[src/design/dbc_pkg.sv]
// Purpose: Shared constants for the background debug command port
// Assumes: Both ends and the bench import this package
// Notes:   Frame is one low pulse of frame_n; bits MSB first
// Operation
// - Background code enters debug mode when unlocked
// - Read command takes address, returns sixteen data
// - Write command takes address then sixteen data
// - Plain codes access normal map, debug out
// - Byte data: odd low half, even high
// - Host sends word commands only at aligned addresses
// - Debug space mapped in only during access
// - Bus held until the access finishes
// - Processor clocks frozen during multi-cycle access
// - Firmware commands served only in background mode
// - Debug ROM at FF20 to FFFF when active
// - Seven debug registers at FF00 to FF06
// - Host waits 32 debug clocks after firmware write
// - Host waits 64 debug clocks after step/resume
// - Lockout blocks debug mode and hides ROM
// - Lockout when bit zero; loaded from shadow
// - Lockout bit changes only in special mode
// - Software unprotects, unhides, writes 7F to 0FC0
package dbc_pkg;
  // -----------------------------------------------------------------
  // Command codes and frame layout
  // -----------------------------------------------------------------
  localparam logic [7:0]  CMD_BACKGROUND = 8'h90;
  localparam logic [7:0]  HW_MASK        = 8'hd3;
  localparam logic [7:0]  HW_MATCH       = 8'hc0;
  localparam int          HW_RD_BIT      = 5;
  localparam int          HW_WORD_BIT    = 3;
  localparam int          HW_BD_BIT      = 2;
  localparam int          CODE_BITS      = 8;
  localparam int          ADDR_BITS      = 16;
  localparam int          DATA_BITS      = 16;
  localparam int          HW_RD_END      = CODE_BITS + ADDR_BITS;
  localparam int          HW_WR_END      = HW_RD_END + DATA_BITS;
  localparam int          FW_WR_GAP      = 32;
  localparam int          STEP_GAP       = 64;
  // -----------------------------------------------------------------
  // Debug resource map
  // -----------------------------------------------------------------
  localparam logic [15:0] ROM_LO  = 16'hff20;
  localparam logic [15:0] ROM_HI  = 16'hffff;
  localparam logic [15:0] DREG_LO = 16'hff00;
  localparam logic [15:0] DREG_HI = 16'hff06;
  // Pin sync reset: {special_n, frame_n, data, clock}
  localparam logic [3:0]  SYNC_RST = 4'hc;
  // -----------------------------------------------------------------
  // Host register map (byte offsets) and fields
  // -----------------------------------------------------------------
  localparam logic [4:0]  REG_CTRL  = 5'h00;
  localparam logic [4:0]  REG_ADDR  = 5'h04;
  localparam logic [4:0]  REG_WDATA = 5'h08;
  localparam logic [4:0]  REG_RDATA = 5'h0c;
  localparam logic [4:0]  REG_STAT  = 5'h10;
  localparam int          CTRL_FMT_LSB = 8;
  localparam int          CTRL_GAP_LSB = 10;
  localparam logic [1:0]  FMT_NONE  = 2'h0;
  localparam logic [1:0]  FMT_RD    = 2'h1;
  localparam logic [1:0]  FMT_WR    = 2'h2;
  localparam logic [1:0]  GAP_NONE  = 2'h0;
  localparam logic [1:0]  GAP_FW_WR = 2'h1;
  localparam logic [1:0]  GAP_STEP  = 2'h2;
  localparam int          STAT_BUSY  = 0;
  localparam int          STAT_ALIGN = 1;

  function automatic logic dbc_is_hw(input logic [7:0] code);
    return (code & HW_MASK) == HW_MATCH;
  endfunction : dbc_is_hw
endpackage : dbc_pkg

[src/design/dbc_link_if.sv]
// Purpose: Serial debug link between host end and device end
// Assumes: Host drives clock, data out and frame select
// Notes:   All wires one-way; no tristate
`timescale 1ns/10ps
interface dbc_link_if;
  logic sclk;
  logic h2d;
  logic d2h;
  logic frame_n;
  modport host (output sclk, output h2d, output frame_n, input d2h);
  modport dev  (input sclk, input h2d, input frame_n, output d2h);
endinterface : dbc_link_if

[src/design/dbc_device.sv]
// Purpose: Device end: command serial_shift_register, bus stealer, lockout, map
// Assumes: Link pins asynchronous; memory answers with mem_ready_i
// Notes:   Map selects lag cpu_addr_i by one cycle
//
// The Avalon-MM register port and the address map were decided locally.
`timescale 1ns/10ps
module dbc_device
  import dbc_pkg::*;
(
  input  wire logic        mclk_i,
  input  wire logic        srst_i,
  dbc_link_if.dev          link,
  input  wire logic        special_mode_pin_n_i,
  input  wire logic        shadow_bit_i,
  input  wire logic        ld_wr_i,
  input  wire logic        ld_wdata_i,
  input  wire logic        shadow_prog_req_i,
  output logic             shadow_prog_o,
  output logic             lockout_disable_bit_o,
  output logic             background_debug_mode_o,
  input  wire logic [15:0] cpu_addr_i,
  output logic             rom_sel_o,
  output logic             dreg_sel_o,
  output logic             mem_req_o,
  output logic             mem_we_o,
  output logic             mem_word_o,
  output logic             mem_bdmap_o,
  output logic [15:0]      mem_addr_o,
  output logic [15:0]      mem_wdata_o,
  input  wire logic [15:0] mem_rdata_i,
  input  wire logic        mem_ready_i,
  output logic             cpu_freeze_o,
  output logic             fw_cmd_valid_o,
  output logic [7:0]       fw_code_o,
  output logic             fw_word_valid_o,
  output logic [15:0]      fw_word_o,
  input  wire logic        fw_tx_load_i,
  input  wire logic [15:0] fw_tx_data_i,
  input  wire logic        fw_exit_i
);
  // -----------------------------------------------------------------
  // Pin synchronisers: change accepted once stages two and three agree
  // -----------------------------------------------------------------
  logic [3:0]  s1_ff;
  logic [3:0]  s2_ff;
  logic [3:0]  s3_ff;
  logic [3:0]  pin_ff;
  logic        sclk_d_ff;
  wire  [3:0]  pin_raw = {special_mode_pin_n_i, link.frame_n, link.h2d, link.sclk};
  wire  [3:0]  agree   = ~(s2_ff ^ s3_ff);
  wire  [3:0]  nxt_pin = (agree & s2_ff) | (~agree & pin_ff);

  always_ff @(posedge mclk_i) begin
    if (srst_i) begin
      s1_ff     <= SYNC_RST;
      s2_ff     <= SYNC_RST;
      s3_ff     <= SYNC_RST;
      pin_ff    <= SYNC_RST;
      sclk_d_ff <= 1'b0;
    end else begin
      s1_ff     <= pin_raw;
      s2_ff     <= s1_ff;
      s3_ff     <= s2_ff;
      pin_ff    <= nxt_pin;
      sclk_d_ff <= pin_ff[0];
    end
  end

  wire in_frame = ~pin_ff[2];
  wire special  = ~pin_ff[3];
  wire rise     = in_frame & pin_ff[0] & ~sclk_d_ff;
  wire fall     = in_frame & ~pin_ff[0] & sclk_d_ff;

  // -----------------------------------------------------------------
  // Command serial_shift_register
  // -----------------------------------------------------------------
  logic [5:0]  cnt_ff;
  logic [15:0] in_sr_ff;
  logic [7:0]  code_ff;
  logic [15:0] addr_ff;
  logic        fw_ok_ff;
  logic        active_ff;
  logic        ld_bit_ff;
  logic        loaded_ff;

  // Actions fire on the falling edge after a field, so a fast read
  // can never load the output serial_shift_register before the host's last fall
  wire at_code  = fall & (cnt_ff == 6'(CODE_BITS));
  wire at_addr  = fall & (cnt_ff == 6'(HW_RD_END));
  wire at_data  = fall & (cnt_ff == 6'(HW_WR_END));
  wire hw_cmd   = dbc_is_hw(code_ff);
  wire hw_rd    = code_ff[HW_RD_BIT];
  wire go_rd    = at_addr & hw_cmd & hw_rd;
  wire go_wr    = at_data & hw_cmd & ~hw_rd;
  wire code_bg  = in_sr_ff[7:0] == CMD_BACKGROUND;
  wire code_fw  = ~dbc_is_hw(in_sr_ff[7:0]) & ~code_bg;
  wire fw_word  = fall & fw_ok_ff & (cnt_ff[3:0] == 4'h8) & (cnt_ff != 6'h08);

  always_ff @(posedge mclk_i) begin
    if (srst_i) begin
      cnt_ff   <= 6'h00;
      in_sr_ff <= 16'h0000;
      code_ff  <= 8'h00;
      addr_ff  <= 16'h0000;
      fw_ok_ff <= 1'b0;
    end else if (!in_frame) begin
      cnt_ff   <= 6'h00;
      fw_ok_ff <= 1'b0;
    end else begin
      if (rise) begin
        in_sr_ff <= {in_sr_ff[14:0], pin_ff[1]};
        cnt_ff   <= (cnt_ff == 6'h3f) ? cnt_ff : cnt_ff + 6'h01;
      end
      if (at_code) begin
        code_ff  <= in_sr_ff[7:0];
        fw_ok_ff <= code_fw & active_ff;
      end
      if (at_addr) begin
        addr_ff <= in_sr_ff;
      end
    end
  end

  // -----------------------------------------------------------------
  // Lockout and background mode
  // -----------------------------------------------------------------
  // A same-cycle lockout write must also drop debug mode
  wire nxt_active = (~ld_bit_ff | (loaded_ff & ld_wr_i & special & ~ld_wdata_i)) ? 1'b0 :
                    (at_code & code_bg) ? 1'b1 :
                    fw_exit_i ? 1'b0 : active_ff;

  always_ff @(posedge mclk_i) begin
    if (srst_i) begin
      ld_bit_ff     <= 1'b0;
      loaded_ff     <= 1'b0;
      active_ff     <= 1'b0;
      shadow_prog_o <= 1'b0;
    end else begin
      // Strap caught on the first edge after release
      if (!loaded_ff) begin
        ld_bit_ff <= shadow_bit_i;
      end else if (ld_wr_i && special) begin
        ld_bit_ff <= ld_wdata_i;
      end
      loaded_ff     <= 1'b1;
      active_ff     <= nxt_active;
      shadow_prog_o <= shadow_prog_req_i & special;
    end
  end

  assign lockout_disable_bit_o   = ld_bit_ff;
  assign background_debug_mode_o = active_ff;

  // -----------------------------------------------------------------
  // Debug resource decode for processor accesses
  // -----------------------------------------------------------------
  wire map_on  = active_ff & ld_bit_ff;
  wire rom_hit = (cpu_addr_i >= ROM_LO) && (cpu_addr_i <= ROM_HI);
  wire reg_hit = (cpu_addr_i >= DREG_LO) && (cpu_addr_i <= DREG_HI);

  always_ff @(posedge mclk_i) begin
    if (srst_i) begin
      rom_sel_o  <= 1'b0;
      dreg_sel_o <= 1'b0;
    end else begin
      rom_sel_o  <= map_on & rom_hit;
      dreg_sel_o <= map_on & reg_hit;
    end
  end

  // -----------------------------------------------------------------
  // Stolen bus access
  // -----------------------------------------------------------------
  typedef enum {ACC_IDLE, ACC_BUS} dbc_acc_t;
  dbc_acc_t    acc_ff;
  logic [15:0] out_sr_ff;
  logic        out_arm_ff;
  wire  [15:0] acc_addr = go_rd ? in_sr_ff : addr_ff;
  wire         acc_go   = (go_rd | go_wr) & (acc_ff == ACC_IDLE);
  wire         acc_done = (acc_ff == ACC_BUS) & mem_ready_i;
  // Byte reads keep only the lane selected by the address
  wire  [15:0] rd_lane  = mem_word_o ? mem_rdata_i :
                          mem_addr_o[0] ? {8'h00, mem_rdata_i[7:0]} :
                          {mem_rdata_i[15:8], 8'h00};

  always_ff @(posedge mclk_i) begin
    if (srst_i) begin
      acc_ff       <= ACC_IDLE;
      mem_req_o    <= 1'b0;
      mem_we_o     <= 1'b0;
      mem_word_o   <= 1'b0;
      mem_bdmap_o  <= 1'b0;
      mem_addr_o   <= 16'h0000;
      mem_wdata_o  <= 16'h0000;
      cpu_freeze_o <= 1'b0;
    end else begin
      case (acc_ff)
        ACC_IDLE: begin
          if (acc_go) begin
            acc_ff      <= ACC_BUS;
            mem_req_o   <= 1'b1;
            mem_we_o    <= ~hw_rd;
            mem_word_o  <= code_ff[HW_WORD_BIT];
            mem_bdmap_o <= code_ff[HW_BD_BIT] & ld_bit_ff;
            mem_addr_o  <= acc_addr;
            mem_wdata_o <= in_sr_ff;
          end
        end
        ACC_BUS: begin
          if (mem_ready_i) begin
            acc_ff      <= ACC_IDLE;
            mem_req_o   <= 1'b0;
            mem_bdmap_o <= 1'b0;
          end
        end
        default: acc_ff <= ACC_IDLE;
      endcase
      // Single-cycle accesses never freeze the processor
      cpu_freeze_o <= (acc_ff == ACC_BUS) & ~mem_ready_i;
    end
  end

  // -----------------------------------------------------------------
  // Output serial_shift_register and firmware hand-off
  // -----------------------------------------------------------------
  always_ff @(posedge mclk_i) begin
    if (srst_i) begin
      out_sr_ff       <= 16'h0000;
      out_arm_ff      <= 1'b0;
      fw_cmd_valid_o  <= 1'b0;
      fw_code_o       <= 8'h00;
      fw_word_valid_o <= 1'b0;
      fw_word_o       <= 16'h0000;
    end else begin
      if (acc_done && !mem_we_o) begin
        out_sr_ff  <= rd_lane;
        out_arm_ff <= 1'b1;
      end else if (fw_tx_load_i) begin
        out_sr_ff  <= fw_tx_data_i;
        out_arm_ff <= 1'b1;
      end else if (fall && out_arm_ff) begin
        out_sr_ff <= {out_sr_ff[14:0], 1'b0};
      end else if (!in_frame) begin
        out_arm_ff <= 1'b0;
      end
      fw_cmd_valid_o  <= at_code & code_fw & active_ff;
      fw_word_valid_o <= fw_word;
      if (at_code) begin
        fw_code_o <= in_sr_ff[7:0];
      end
      if (fw_word) begin
        fw_word_o <= in_sr_ff;
      end
    end
  end

  assign link.d2h = out_sr_ff[15];
endmodule : dbc_device

[src/flat_wrapper.sv]
// flat-port wrapper written by rule: the top's interface ports become plain ports
module dbc_device_flat import dbc_pkg::*;
  (mclk_i, srst_i, special_mode_pin_n_i, shadow_bit_i, ld_wr_i, ld_wdata_i, shadow_prog_req_i, shadow_prog_o, lockout_disable_bit_o, background_debug_mode_o, cpu_addr_i, rom_sel_o, dreg_sel_o, mem_req_o, mem_we_o, mem_word_o, mem_bdmap_o, mem_addr_o, mem_wdata_o, mem_rdata_i, mem_ready_i, cpu_freeze_o, fw_cmd_valid_o, fw_code_o, fw_word_valid_o, fw_word_o, fw_tx_load_i, fw_tx_data_i, fw_exit_i, link_sclk, link_h2d, link_frame_n, link_d2h);
  dbc_link_if link_i ();
  input  wire logic mclk_i;
  input  wire logic srst_i;
  input  wire logic special_mode_pin_n_i;
  input  wire logic shadow_bit_i;
  input  wire logic ld_wr_i;
  input  wire logic ld_wdata_i;
  input  wire logic shadow_prog_req_i;
  output logic shadow_prog_o;
  output logic lockout_disable_bit_o;
  output logic background_debug_mode_o;
  input  wire logic [15:0] cpu_addr_i;
  output logic rom_sel_o;
  output logic dreg_sel_o;
  output logic mem_req_o;
  output logic mem_we_o;
  output logic mem_word_o;
  output logic mem_bdmap_o;
  output logic [15:0] mem_addr_o;
  output logic [15:0] mem_wdata_o;
  input  wire logic [15:0] mem_rdata_i;
  input  wire logic mem_ready_i;
  output logic cpu_freeze_o;
  output logic fw_cmd_valid_o;
  output logic [7:0] fw_code_o;
  output logic fw_word_valid_o;
  output logic [15:0] fw_word_o;
  input  wire logic fw_tx_load_i;
  input  wire logic [15:0] fw_tx_data_i;
  input  wire logic fw_exit_i;
  input wire logic [$bits(link_i.sclk)-1:0] link_sclk;
  input wire logic [$bits(link_i.h2d)-1:0] link_h2d;
  input wire logic [$bits(link_i.frame_n)-1:0] link_frame_n;
  output wire logic [$bits(link_i.d2h)-1:0] link_d2h;
  assign link_i.sclk = link_sclk;
  assign link_i.h2d = link_h2d;
  assign link_i.frame_n = link_frame_n;
  assign link_d2h = link_i.d2h;
  dbc_device u_core (.mclk_i(mclk_i), .srst_i(srst_i), .link(link_i), .special_mode_pin_n_i(special_mode_pin_n_i), .shadow_bit_i(shadow_bit_i), .ld_wr_i(ld_wr_i), .ld_wdata_i(ld_wdata_i), .shadow_prog_req_i(shadow_prog_req_i), .shadow_prog_o(shadow_prog_o), .lockout_disable_bit_o(lockout_disable_bit_o), .background_debug_mode_o(background_debug_mode_o), .cpu_addr_i(cpu_addr_i), .rom_sel_o(rom_sel_o), .dreg_sel_o(dreg_sel_o), .mem_req_o(mem_req_o), .mem_we_o(mem_we_o), .mem_word_o(mem_word_o), .mem_bdmap_o(mem_bdmap_o), .mem_addr_o(mem_addr_o), .mem_wdata_o(mem_wdata_o), .mem_rdata_i(mem_rdata_i), .mem_ready_i(mem_ready_i), .cpu_freeze_o(cpu_freeze_o), .fw_cmd_valid_o(fw_cmd_valid_o), .fw_code_o(fw_code_o), .fw_word_valid_o(fw_word_valid_o), .fw_word_o(fw_word_o), .fw_tx_load_i(fw_tx_load_i), .fw_tx_data_i(fw_tx_data_i), .fw_exit_i(fw_exit_i));
endmodule
[config.mk]
export PLATFORM = sky130hd
export DESIGN_NAME = dbc_device_flat
export DESIGN_NICKNAME = d
export VERILOG_FILES = /design/src/design/dbc_pkg.sv /design/src/design/dbc_link_if.sv /design/src/design/dbc_device.sv /design/src/flat_wrapper.sv
export SDC_FILE = /design/constraint.sdc
export NUM_CORES = 1
export LEC_CHECK = 0
export ABC_AREA = 1
export BUFFER_PORTS_ARGS = -buffer_cell sky130_fd_sc_hd__clkbuf_2
export CAP_MARGIN = 20
export CORE_MARGIN = 1.5
export CORE_UTILIZATION = 25
export CTS_CLUSTER_SIZE = 24
export DETAILED_ROUTE_END_ITERATION = 10
export GPL_TIMING_DRIVEN = 0
export PLACE_DENSITY = 0.46
export REMOVE_ABC_BUFFERS = 1
export SYNTH_ARGS = -nofsm -noshare
export SYNTH_HDL_FRONTEND = slang
export SYNTH_SLANG_ARGS = --single-unit
[constraint.sdc]
create_clock -name mclk_i -period 3.56 [get_ports mclk_i]
set_input_delay 0.178 -clock mclk_i [delete_from_list [all_inputs] [get_ports mclk_i]]
set_output_delay 0.178 -clock mclk_i [all_outputs]
set_load 0.02 [all_outputs]
After elaboration in Yosys (flattened, before gate mapping)
Index checks and enable logic that the tools add are counted.
{"block": "totals", "output_inout_bits": 69, "register_bits": 182, "input_bits": 61}
{"block": "classes", "magnitude_cmp": 4, "eq_ne": 15, "mux": 23, "reduce_logical": 22, "add_sub_neg": 1, "bitwise_logic": 49}
{"op": "2-to-1 mux 16 bit", "n": 6}
{"op": "zero test 32 bit", "n": 2}
{"op": "2-to-1 mux 32 bit", "n": 2}
{"op": "case mux 32 bit (2 select lines)", "n": 1}
{"op": "== test 32 x 1 -> 1 bit, second input constant", "n": 1}
{"op": "== test 32 x 2 -> 1 bit, second input constant", "n": 1}
{"op": "greater-or-equal comparator 16 bit, second input constant", "n": 2}
{"op": "<= comparator 16 bit, second input constant", "n": 2}
{"op": "bitwise AND 1 bit", "n": 30}
{"op": "AND reduction 2 bit", "n": 7}
{"op": "== test 6 bit, second input constant", "n": 2}
{"op": "2-to-1 mux 1 bit", "n": 12}
{"op": "NOT 1 bit", "n": 11}
{"op": "== test 5 bit, second input constant", "n": 2}
{"op": "bitwise AND 4 bit", "n": 2}
{"op": "== test 8 bit, second input constant", "n": 1}
{"op": "NOT 4 bit", "n": 2}
{"op": "adder 6 x 1 -> 6 bit, second input constant", "n": 1}
{"op": "== test 6 x 4 -> 1 bit, second input constant", "n": 1}
{"op": "== test 6 x 5 -> 1 bit, second input constant", "n": 1}
{"op": "!= test 6 x 4 -> 1 bit, second input constant", "n": 1}
{"op": "nonzero test 3 bit", "n": 2}
{"op": "logical AND 1 bit", "n": 5}
{"op": "== test 4 bit, second input constant", "n": 1}
{"op": "other kinds (11)", "n": 16}

Depth between registers and ports, before layout
Gate-level depths: netlist of run 1.
{"block": "depth", "depth_word": 10, "ltp_mapped": 11}

Worst setup path after synthesis of run 1
OpenSTA, ideal clock, no wires.
{"block": "synth_path", "path_type": "flip-flop to flip-flop", "from": "reg u_core.cnt_ff[0]", "to": "reg u_core.fw_code_o[6]", "period_less_slack_ns": 1.510, "slack_ns": 2.050, "t_arrival_ns": 1.378, "stages_incl_launch_ff": 12, "cell_sequence": "dfxtp_1 inv_1 ha_1 nand3_2 nor2_2 buf_6 inv_4 nor2_4 inv_2 buf_4 nand2_1 a21oi_1"}
{"block": "synth_via", "elab_chain_cells": 2}
{"element": "from (decl)", "line": "dbc_device.sv:77", "source": "logic [5:0] cnt_ff;"}
{"element": "from (signal assigned)", "line": "dbc_device.sv:112", "source": "cnt_ff <= (cnt_ff == 6'h3f) ? cnt_ff : cnt_ff + 6'h01;"}
{"element": "== test 6 x 4 -> 1 bit", "line": "dbc_device.sv:88", "source": "wire at_code = fall & (cnt_ff == 6'(CODE_BITS));"}
{"element": "bitwise AND 1 bit", "line": "dbc_device.sv:88"}
{"element": "to (signal assigned)", "line": "dbc_device.sv:249", "source": "fw_code_o <= in_sr_ff[7:0];"}
{"element": "to (decl)", "line": "dbc_device.sv:34", "source": "output logic [7:0] fw_code_o,"}
No other way between the ends.
A chain may end at the register's enable or synchronous reset.

Worst setup path after layout of run 1
{"block": "layout_path", "from": "reg u_core.cnt_ff[0]", "to": "reg u_core.mem_we_o"}
{"block": "layout_via", "elab_chain_cells": 7}
{"element": "== test 6 x 5 -> 1 bit / == test 6 bit (equally long branches)", "line": "dbc_device.sv:89, dbc_device.sv:90"}
{"element": "bitwise AND 1 bit (on tied branches)", "line": "dbc_device.sv:89, dbc_device.sv:90"}
{"element": "bitwise AND 1 bit (on tied branches) (2 in series)", "line": "dbc_device.sv:93, dbc_device.sv:94"}
{"element": "bitwise OR 1 bit (*)", "line": "dbc_device.sv:179", "source": "wire acc_go = (go_rd | go_wr) & (acc_ff == ACC_IDLE);"}
{"element": "bitwise AND 1 bit (*)", "line": "dbc_device.sv:179"}
{"element": "AND reduction 2 bit (no line) (*)"}
{"element": "to (signal assigned)", "line": "dbc_device.sv:202", "source": "mem_we_o <= ~hw_rd;"}
{"element": "to (decl)", "line": "dbc_device.sv:25", "source": "output logic mem_we_o,"}
Mark *: on every way between the ends. The rest lies on a longest branch, timed or not.

==> results of run 1 <==
==> cell type report <==
class | instances | area (µm²) | share of cell area, %
multi-input combinational | 485 | 2380 | 31.7
tap | 319 | 399 | 5.33
clock buffer | 22 | 484 | 6.47
sequential | 150 | 3000 | 40.1
clock inverter | 10 | 120 | 1.60
timing repair buffer | 142 | 828 | 11.1
inverter | 73 | 279 | 3.73
==> state kept, by name (all words and copies together), names as in the netlist, 4 cells and up, named ones only <==
name,flops
u_core.s1_ff,4
u_core.fw_code_o,8
u_core.in_sr_ff,16
u_core.cnt_ff,6
u_core.mem_wdata_o,16
u_core.out_sr_ff,16
u_core.mem_addr_o,16
u_core.s2_ff,4
u_core.s3_ff,4
u_core.addr_ff,16
u_core.code_ff,8
u_core.fw_word_o,16
==> layout by cell type, fill, tap and decap left out, types with 3 or more instances in the layout <==
cell type	count
a21oi_1	127
buf_12	3
clkbuf_16	17
clkbuf_2	129
clkbuf_8	4
clkinv_4	3
dfxtp_1	150
dlygate4sd3_1	8
inv_1	62
inv_2	8
nand2_1	97
nand3_1	38
nand3_2	3
nand4_1	24
nor2_1	60
nor2_4	4
nor3_1	16
o21ai_0	83
o21ai_1	15
or2_2	6
==> stage by stage <==
step | utilization [%] | setup slack, ps | instance area [µm²] | setup TNS [ps]
6_report | 32.1 | 1110 | 7490 | 0
5_1_grt | 32.1 | 903 | 7490 | 0
4_1_cts | 31.9 | 632 | 7450 | 0
3_5_place_dp | 29.0 | 642 | 6760 | 0
3_3_place_gp | 28.7 | -446 | 6700 | -11100
2_1_floorplan | - | 1090 | 5660 | 0
==> worst paths after layout <==
check | endpoint | slack [ps] | cells past startpoint | startpoint
worst min-delay path | u_core.cpu_freeze_o | 30 | 3 | mem_ready_i
worst min register to register | u_core.s2_ff[1] | 400 | 2 | u_core.s1_ff[1]
worst max register to register | u_core.mem_we_o | 1110 | 11 | u_core.cnt_ff[0]
worst max-delay path | u_core.mem_we_o | 1110 | 11 | u_core.cnt_ff[0]
==> routing by layer <==
layer  vias to the layer above  wire length (µm)
li1                       2748                 -
met1                      2374              8010
met2                       117              7390
met3                         8               948
met4                         0               106
met5                         -                 0
==> cell usage after synthesis <==
cell type | number | area share [%]
dfxtp_1 | 150 | 51
a21oi_1 | 127 | 11
nand2_1 | 97 | 6.1
o21ai_0 | 83 | 7.0
inv_1 | 63 | 4.0
nor2_1 | 60 | 3.8
nand3_1 | 38 | 3.2
nand4_1 | 24 | 2.5
clkbuf_1 | 17 | 1.1
nor3_1 | 16 | 1.4
buf_2 | 15 | 1.3
o21ai_1 | 15 | 1.3
buf_6 | 7 | 1.3
inv_2 | 7 | 0.44
buf_4 | 6 | 0.76
or2_2 | 6 | 0.63
nor2_4 | 4 | 0.76
nand3_2 | 3 | 0.51
ha_1 | 2 | 0.42
inv_4 | 2 | 0.21
nor2_2 | 2 | 0.21
o22ai_1 | 2 | 0.21
a21oi_4 | 1 | 0.27
a31oi_1 | 1 | 0.11
clkinv_1 | 1 | 0.063
nand2_2 | 1 | 0.11
nand2_4 | 1 | 0.19
nand3_4 | 1 | 0.30
nor2_8 | 1 | 0.34
==> kinds of logic after synthesis <==
family          share of synthesized area, %
simple gates                            20.1
buf+inv                                 9.15
compound gates                          19.6
flops                                   50.7
fa+ha+maj                              0.423
==> where the power goes <==
part,total [mW],internal [mW],switching [mW]
registers,1.71,1.70,0.0107
clock network,1.83,1.11,0.717
logic,0.143,0.0629,0.0798
total,3.68,2.87,0.808
==> worst reg2reg max path, cell delays in order, from the launching register on <==
cell and delay, ps:
dfxtp_1 330, inv_1 80, ha_1 160, nand3_2 80
nor2_2 300, buf_8 230, nand2_2 80, nor2_4 410
buf_12 260, inv_2 200, o21ai_1 180, nor2_1 50
==> flow_results.org, run 1 <==
** Power and ir drop
- VDD sags by at most 0.278 mV.
- Total power of the final layout :: 3.68 mW
- Power density relative to cell area :: 491 mW/mm²
- Cell leakage power :: 3.08 nW

** Finish
- Final standard cell count with taps included and fillers excluded :: 1201
- Fill cells in the final layout number 2535.
- Synthesis-to-finish area growth :: 26.5%
- After the last flow step, the layout net total stands at 932.
- Number of diodes added for antenna fixing :: 0
- Fraction of final layout cells with drive strength greater than 1 :: 22.1%

** STA
- Transition time of the tightest slew-check pin :: 714 ps
- The number of hold violations in the final report was 0.
- In the finished design, the share of the clock period the worst path needs comes to 68.9%.
- Setup violations remaining at the end of the flow were counted as 0.
- Worst clock skew on the final layout :: 9.46 ps
- Based on the critical path, the design can be clocked at up to 0.408 GHz.
- The final max-slew violation count was 0.
- RSZ-0062 raised after global routing :: no
- Across all hold checks on the routed design, the worst slack comes to 33.2 ps.
- Headroom to the max-slew limit came out at 52.3%.
- Final worst path period need :: 2450 ps

** Clock network
- Post-CTS repair changed the size of 0 cells.
- Level count of the clock H-tree :: 4
- Number of clock sinks :: 150
- At the later pin of the worst-skew pair, clock insertion delay measures 420 ps.
- Clock-pin slew was measured on the worst setup and hold paths at 60 ps.
- Number of buffers inserted during clock tree synthesis :: 17
- CTS placed an instance of clkbuf_16 at the clock tree root.
- Counting along the longest clock path gives a buffer depth of 2.
- For this design, the CTS-stage hold fixing added 8 buffers.
- TritonCTS built the clock tree.
- The number of setup buffers added after CTS is 0.

** Critical path
- Worst path buffer plus inverter count :: 4
- The cell family contributing the most delay on the critical path is simple AND/OR/NAND/NOR gates.
- The critical path is of the register to register type.
- Required time at the worst-slack endpoint :: 3870 ps
- Max FO, Critical Path :: 35
- The worst setup path is captured at a register.
- STA classifies the critical path startpoint as a register.
- Crit-path slowest cell :: nor2_4
- STA puts the critical path data arrival time at 2760 ps.
- On the worst path, the slowest cell contributes a delay of 410 ps.
- Chain of cells forming the critical path :: inv_1, ha_1, nand3_2, nor2_2, buf_8, nand2_2, nor2_4, buf_12, inv_2, o21ai_1, nor2_1

** Route
- In this run the remaining antenna-violating nets after routing total 0.
- Total length of routed wires :: 16500 µm
- After detailed routing, the average wire length per cell comes to 13.7 µm.
- Via Count :: 5247
- Number of DRC markers after the initial detailed-route iteration :: 334
- In the routed design, unresolved DRC markers number 0.
- Via-per-instance ratio :: 4.37
- Before antenna repair, the detailed router went through 4 iterations.

** Floorplan
- In this run the horizontal extent of the chip is 157 µm.
- The die covers 0.0246 mm².
- 130 I/O pins were placed.
- Initial standard-cell utilization of the core :: 25.4%
- In this run the standard cell core region covers 0.0233 mm².
- Die height :: 157 µm
- Number of placement rows :: 56

** Synthesis
- For this run, the number of Yosys warnings is 0.
- Synth Cell Area :: 0.00592 mm²
- Synthesis produced a netlist whose cell count is 753.
- Sequential element share of the synthesized area :: 50.7%
- Mean instance size in the synthesized netlist :: 7.86 µm²
- Synthesis inferred 150 register bits.
- Cell variety after synth :: 29

** Placement
- The wire-length estimate of the detail-placed layout is 11200 µm.
- Number of cells in the design after placement :: 1159
- The count of buffers added on input and output ports is 129.
- Final Wtd Congestion :: 0.760

** Global routing
- Met1 track utilization from global routing :: 17.8%
- Across every metal layer, demand over resource in global routing totals 13.7%.
- Met2 demand-to-capacity share in global routing :: 22.1%
- Most Crowded Layer GR :: met2
- Global-route wire length before repair :: 26100 µm
- Vias in the first global route :: 4956
- Pin count of the biggest net entering global routing :: 49
- Total global routing overflow :: 0
- Global routing consumed, on the met3 layer, 4.02% of the routing resources.
- The number of antenna violations at the first check in global routing came to 0.

** Run status
- The run finished with clean final reports.

** Worst hold path
- HP Class :: primary input to register

** Job
- Max-capacitance violation count :: 0
No activity file was read; power rests on OpenSTA's default activity.
==> run 2: changes to the inputs <==
--- a/config.mk
+++ b/config.mk
@@ -13,7 +13,7 @@
 export CTS_CLUSTER_SIZE = 24
 export DETAILED_ROUTE_END_ITERATION = 10
 export GPL_TIMING_DRIVEN = 0
-export PLACE_DENSITY = 0.46
+export PLACE_DENSITY = 0.47
 export REMOVE_ABC_BUFFERS = 1
 export SYNTH_ARGS = -nofsm -noshare
 export SYNTH_HDL_FRONTEND = slang
==> constraint.sdc (replaced) <==
create_clock -name mclk_i -period 2 [get_ports mclk_i]
set_input_delay 0.1 -clock mclk_i [delete_from_list [all_inputs] [get_ports mclk_i]]
set_output_delay 0.1 -clock mclk_i [all_outputs]
set_load 0.02 [all_outputs]
==> flow_results.org, run 2 (synthesis gave the netlist of run 1 again) <==
** Power and ir drop
- The power per unit of standard cell area came to 827 mW/mm² (+68%).
- The peak supply drop was 0.461 mV (+66%).
- Cell leakage power :: 3.15 nW (+2.2%)

** STA
- RSZ-0062 raised after global routing :: yes
- The transition time of the tightest slew-check pin came to 592 ps (-122 ps).
- The final max-slew violation count was 0 (unchanged).
- Relative max-transition margin :: 60.4% (+8.1 points)
- Final setup fails :: 0 (unchanged)
- Minimum setup slack in the final design :: 136 ps (-971 ps)
- The share of the cycle needed by the critical path after routing came to 93.2% (+24 points).
- The final critical-path required period came to 1860 ps (-589 ps).
- Worst clock skew on the final layout :: 5.40 ps (-4.05 ps)
- Final Hold Violating Endpoints :: 0 (unchanged)
- Maximum achievable frequency :: 0.536 GHz (+32%)

** Finish
- The final core utilization is 32.8% (+0.72 points).
- Fraction of final layout cells with drive strength greater than 1 :: 22.9% (+0.79 points)
- Highest-count cells in the layout ignoring fill and taps :: dfxtp_1, clkbuf_2, a21oi_1, nand2_1, o21ai_0
- Final net count :: 954 (+2.4%)
- Number of diodes added for antenna fixing :: 0 (unchanged)
- The library cell used most frequently in the layout, excluding fill and tap cells, is dfxtp_1.
- Compared with the post-synthesis result, the final layout area differs by 29.4%.

** Route
- Total length of routed wires :: 16700 µm (+1.6%)
- The via count normalized by instance count came to 4.35 (-0.36%).
- Number of DRC markers after the initial detailed-route iteration :: 316 (-5.4%)
- The number of optimization iterations in the first detailed-route pass came to 4 (unchanged).
- Final routed wire length divided by cell count :: 13.7 µm (-0.20%)
- The number of vias in the routed layout was 5324 (+1.5%).
- The remaining number of nets flagged by the antenna check after routing is 0 (unchanged).
- The residual DRC count came to 0 (unchanged).

** Critical path
- Setup crit end kind :: register
- The most critical setup path has its startpoint at u_core.cnt_ff[0].
- Worst path buffer plus inverter count :: 4 (unchanged)
- The critical path goes through inv_1, ha_1, nand3_2, nor2_4, clkbuf_16, nand2_4, nor2_4, buf_4, buf_16, nand3_1, a21oi_1.
- The setup path with the least slack is of type register to register.
- Reg2Reg Depth :: 11 (unchanged)
- Crit-path max cell delay :: 340 ps (-70 ps)
- Among all stages on the critical path, the largest delay is contributed by dfxtp_1.
- Required time at the worst-slack endpoint :: 2360 ps (-1510 ps)
- Critical register-to-register path startpoint :: u_core.cnt_ff[0]
- Stages on the worst setup path :: 11 (unchanged)
- CP Launch Type :: register
- Grouping stages by cell kind, the critical path spends the most delay in buffers and inverters.
- CP most frequent cell :: nor2_4
- Max FO, Critical Path :: 26 (-26%)
- The data arrival time of the worst path came to 2220 ps (-540 ps).

** Clock network
- Level count of the clock H-tree :: 4 (unchanged)
- The insertion delay to the later sink of the worst-skew pair is 420 ps (about the same).
- The number of buffers added by the clock tree synthesis step is 17 (unchanged).
- The tree is rooted in a clkbuf_16.
- Clock slew at the register clock pins of the worst setup and hold paths :: 60 ps (about the same)
- The clock sink count was 150 (unchanged).
- Bufs on Longest Clock Path :: 2 (unchanged)
- TritonCTS clock tree :: done

** Placement
- The minimum setup slack after placement came to -772 ps (-1410 ps).
- The number of port buffers is 129 (unchanged).
- Final Wtd Congestion :: 0.761 (+0.20%)
- Half-perimeter wire length of the detailed placement result :: 10800 µm (-4.0%)

** Worst hold path
- The worst hold path belongs to the class primary input to register.
- The number of instances on the worst hold path is 5 (+2).
- The startpoint identified for the worst hold timing path is cpu_addr_i[12].

** Global routing
- Initial antenna violation count :: 0 (unchanged)
- Total global routing overflow :: 0 (unchanged)
- The largest net degree at the start of global routing is 63 (+29%).
- The via count of the first global-routing pass was 5061 (+2.1%).
- Global Route Usage Sum :: 14.1% (+0.37 points)
- Global-route wire length before repair :: 26900 µm (+2.8%)

** Floorplan
- Initial standard-cell utilization of the core :: 25.4% (unchanged)
- Core ar. :: 0.0233 mm² (unchanged)
- IO Pins :: 130 (unchanged)
- The overall die width is 157 µm (unchanged).
- The die boundary height was 157 µm (unchanged).
- The placement row count is 56 (unchanged).
- The area of the die is 0.0246 mm² (unchanged).

** Job
- The max-cap check violation count was 0 (unchanged).

** Run status
- The flow ran to the end, and the final reports show no timing, DRC or antenna violations.
[run 2: worst reg2reg max path, cell delays in order (launching register included)]
cell and delay [ps]:
dfxtp_1 340, inv_1 90, ha_1 160, nand3_2 90
nor2_4 160, clkbuf_16 200, nand2_4 90, nor2_4 120
buf_4 150, buf_16 160, nand3_1 110, a21oi_1 130
[run 2: what timing repair did]
item / CTS / global route
pin swaps: 3 / 2
hold buffers: 21 / 0
setup endpoints to repair: 56 / 55
resized for setup: 4 / 6
cloned: 1 / 0
buffers inserted: 5 / 5
endpoints found under the hold margin: 12 / 0
[run 2: routing by layer]
layer  wire [µm]  global-route usage (%)
met3         897                    4.02
met5           0                       0
met1        8280                    19.0
met4         110                    3.13
met2        7430                    22.3
[run 2: final timing paths]
kind / slack [ps] / endpoint
worst min register to register: 400 / u_core.s2_ff[0]
worst max register to register: 140 / u_core.mem_addr_o[5]
worst max-delay path: 140 / u_core.mem_addr_o[5]
worst min-delay path: 50 / u_core.rom_sel_o
[run 2: stage by stage]
step | instance area [µm²] | instances | total power, mW | hold WS, ps | TNS [ps]
2_1_floorplan | 5660 | 708 | 3.22 | 169 | -11840
3_3_place_gp | 6700 | 1156 | 3.34 | 288 | -174290
3_5_place_dp | 6800 | 1160 | 3.35 | 291 | -23900
4_1_cts | 7620 | 1219 | 6.43 | 25.8 | 0
5_1_grt | 7660 | 1223 | 6.63 | 84.3 | -4.99
6_report | 7660 | 1223 | 6.33 | 48.4 | 0
[run 2: layout make-up]
class                           instances  area [µm²]
Inverter                               73         288
Multi-Input combinational cell        486        2400
Tap cell                              319         399
Fill cell                            2523       15700
Timing Repair Buffer                  163        1020
Clock buffer                           19         453
Clock inverter                         13         100
Sequential cell                       150        3000
[run 2: power by group]
| part | leakage [nW] | switching [mW] | internal, mW |
|---|---|---|---|
| clock network | 0.252 | 1.35 | 1.66 |
| logic | 1.68 | 0.144 | 0.132 |
| registers | 1.21 | 0.0184 | 3.02 |
| total | 3.15 | 1.51 | 4.82 |
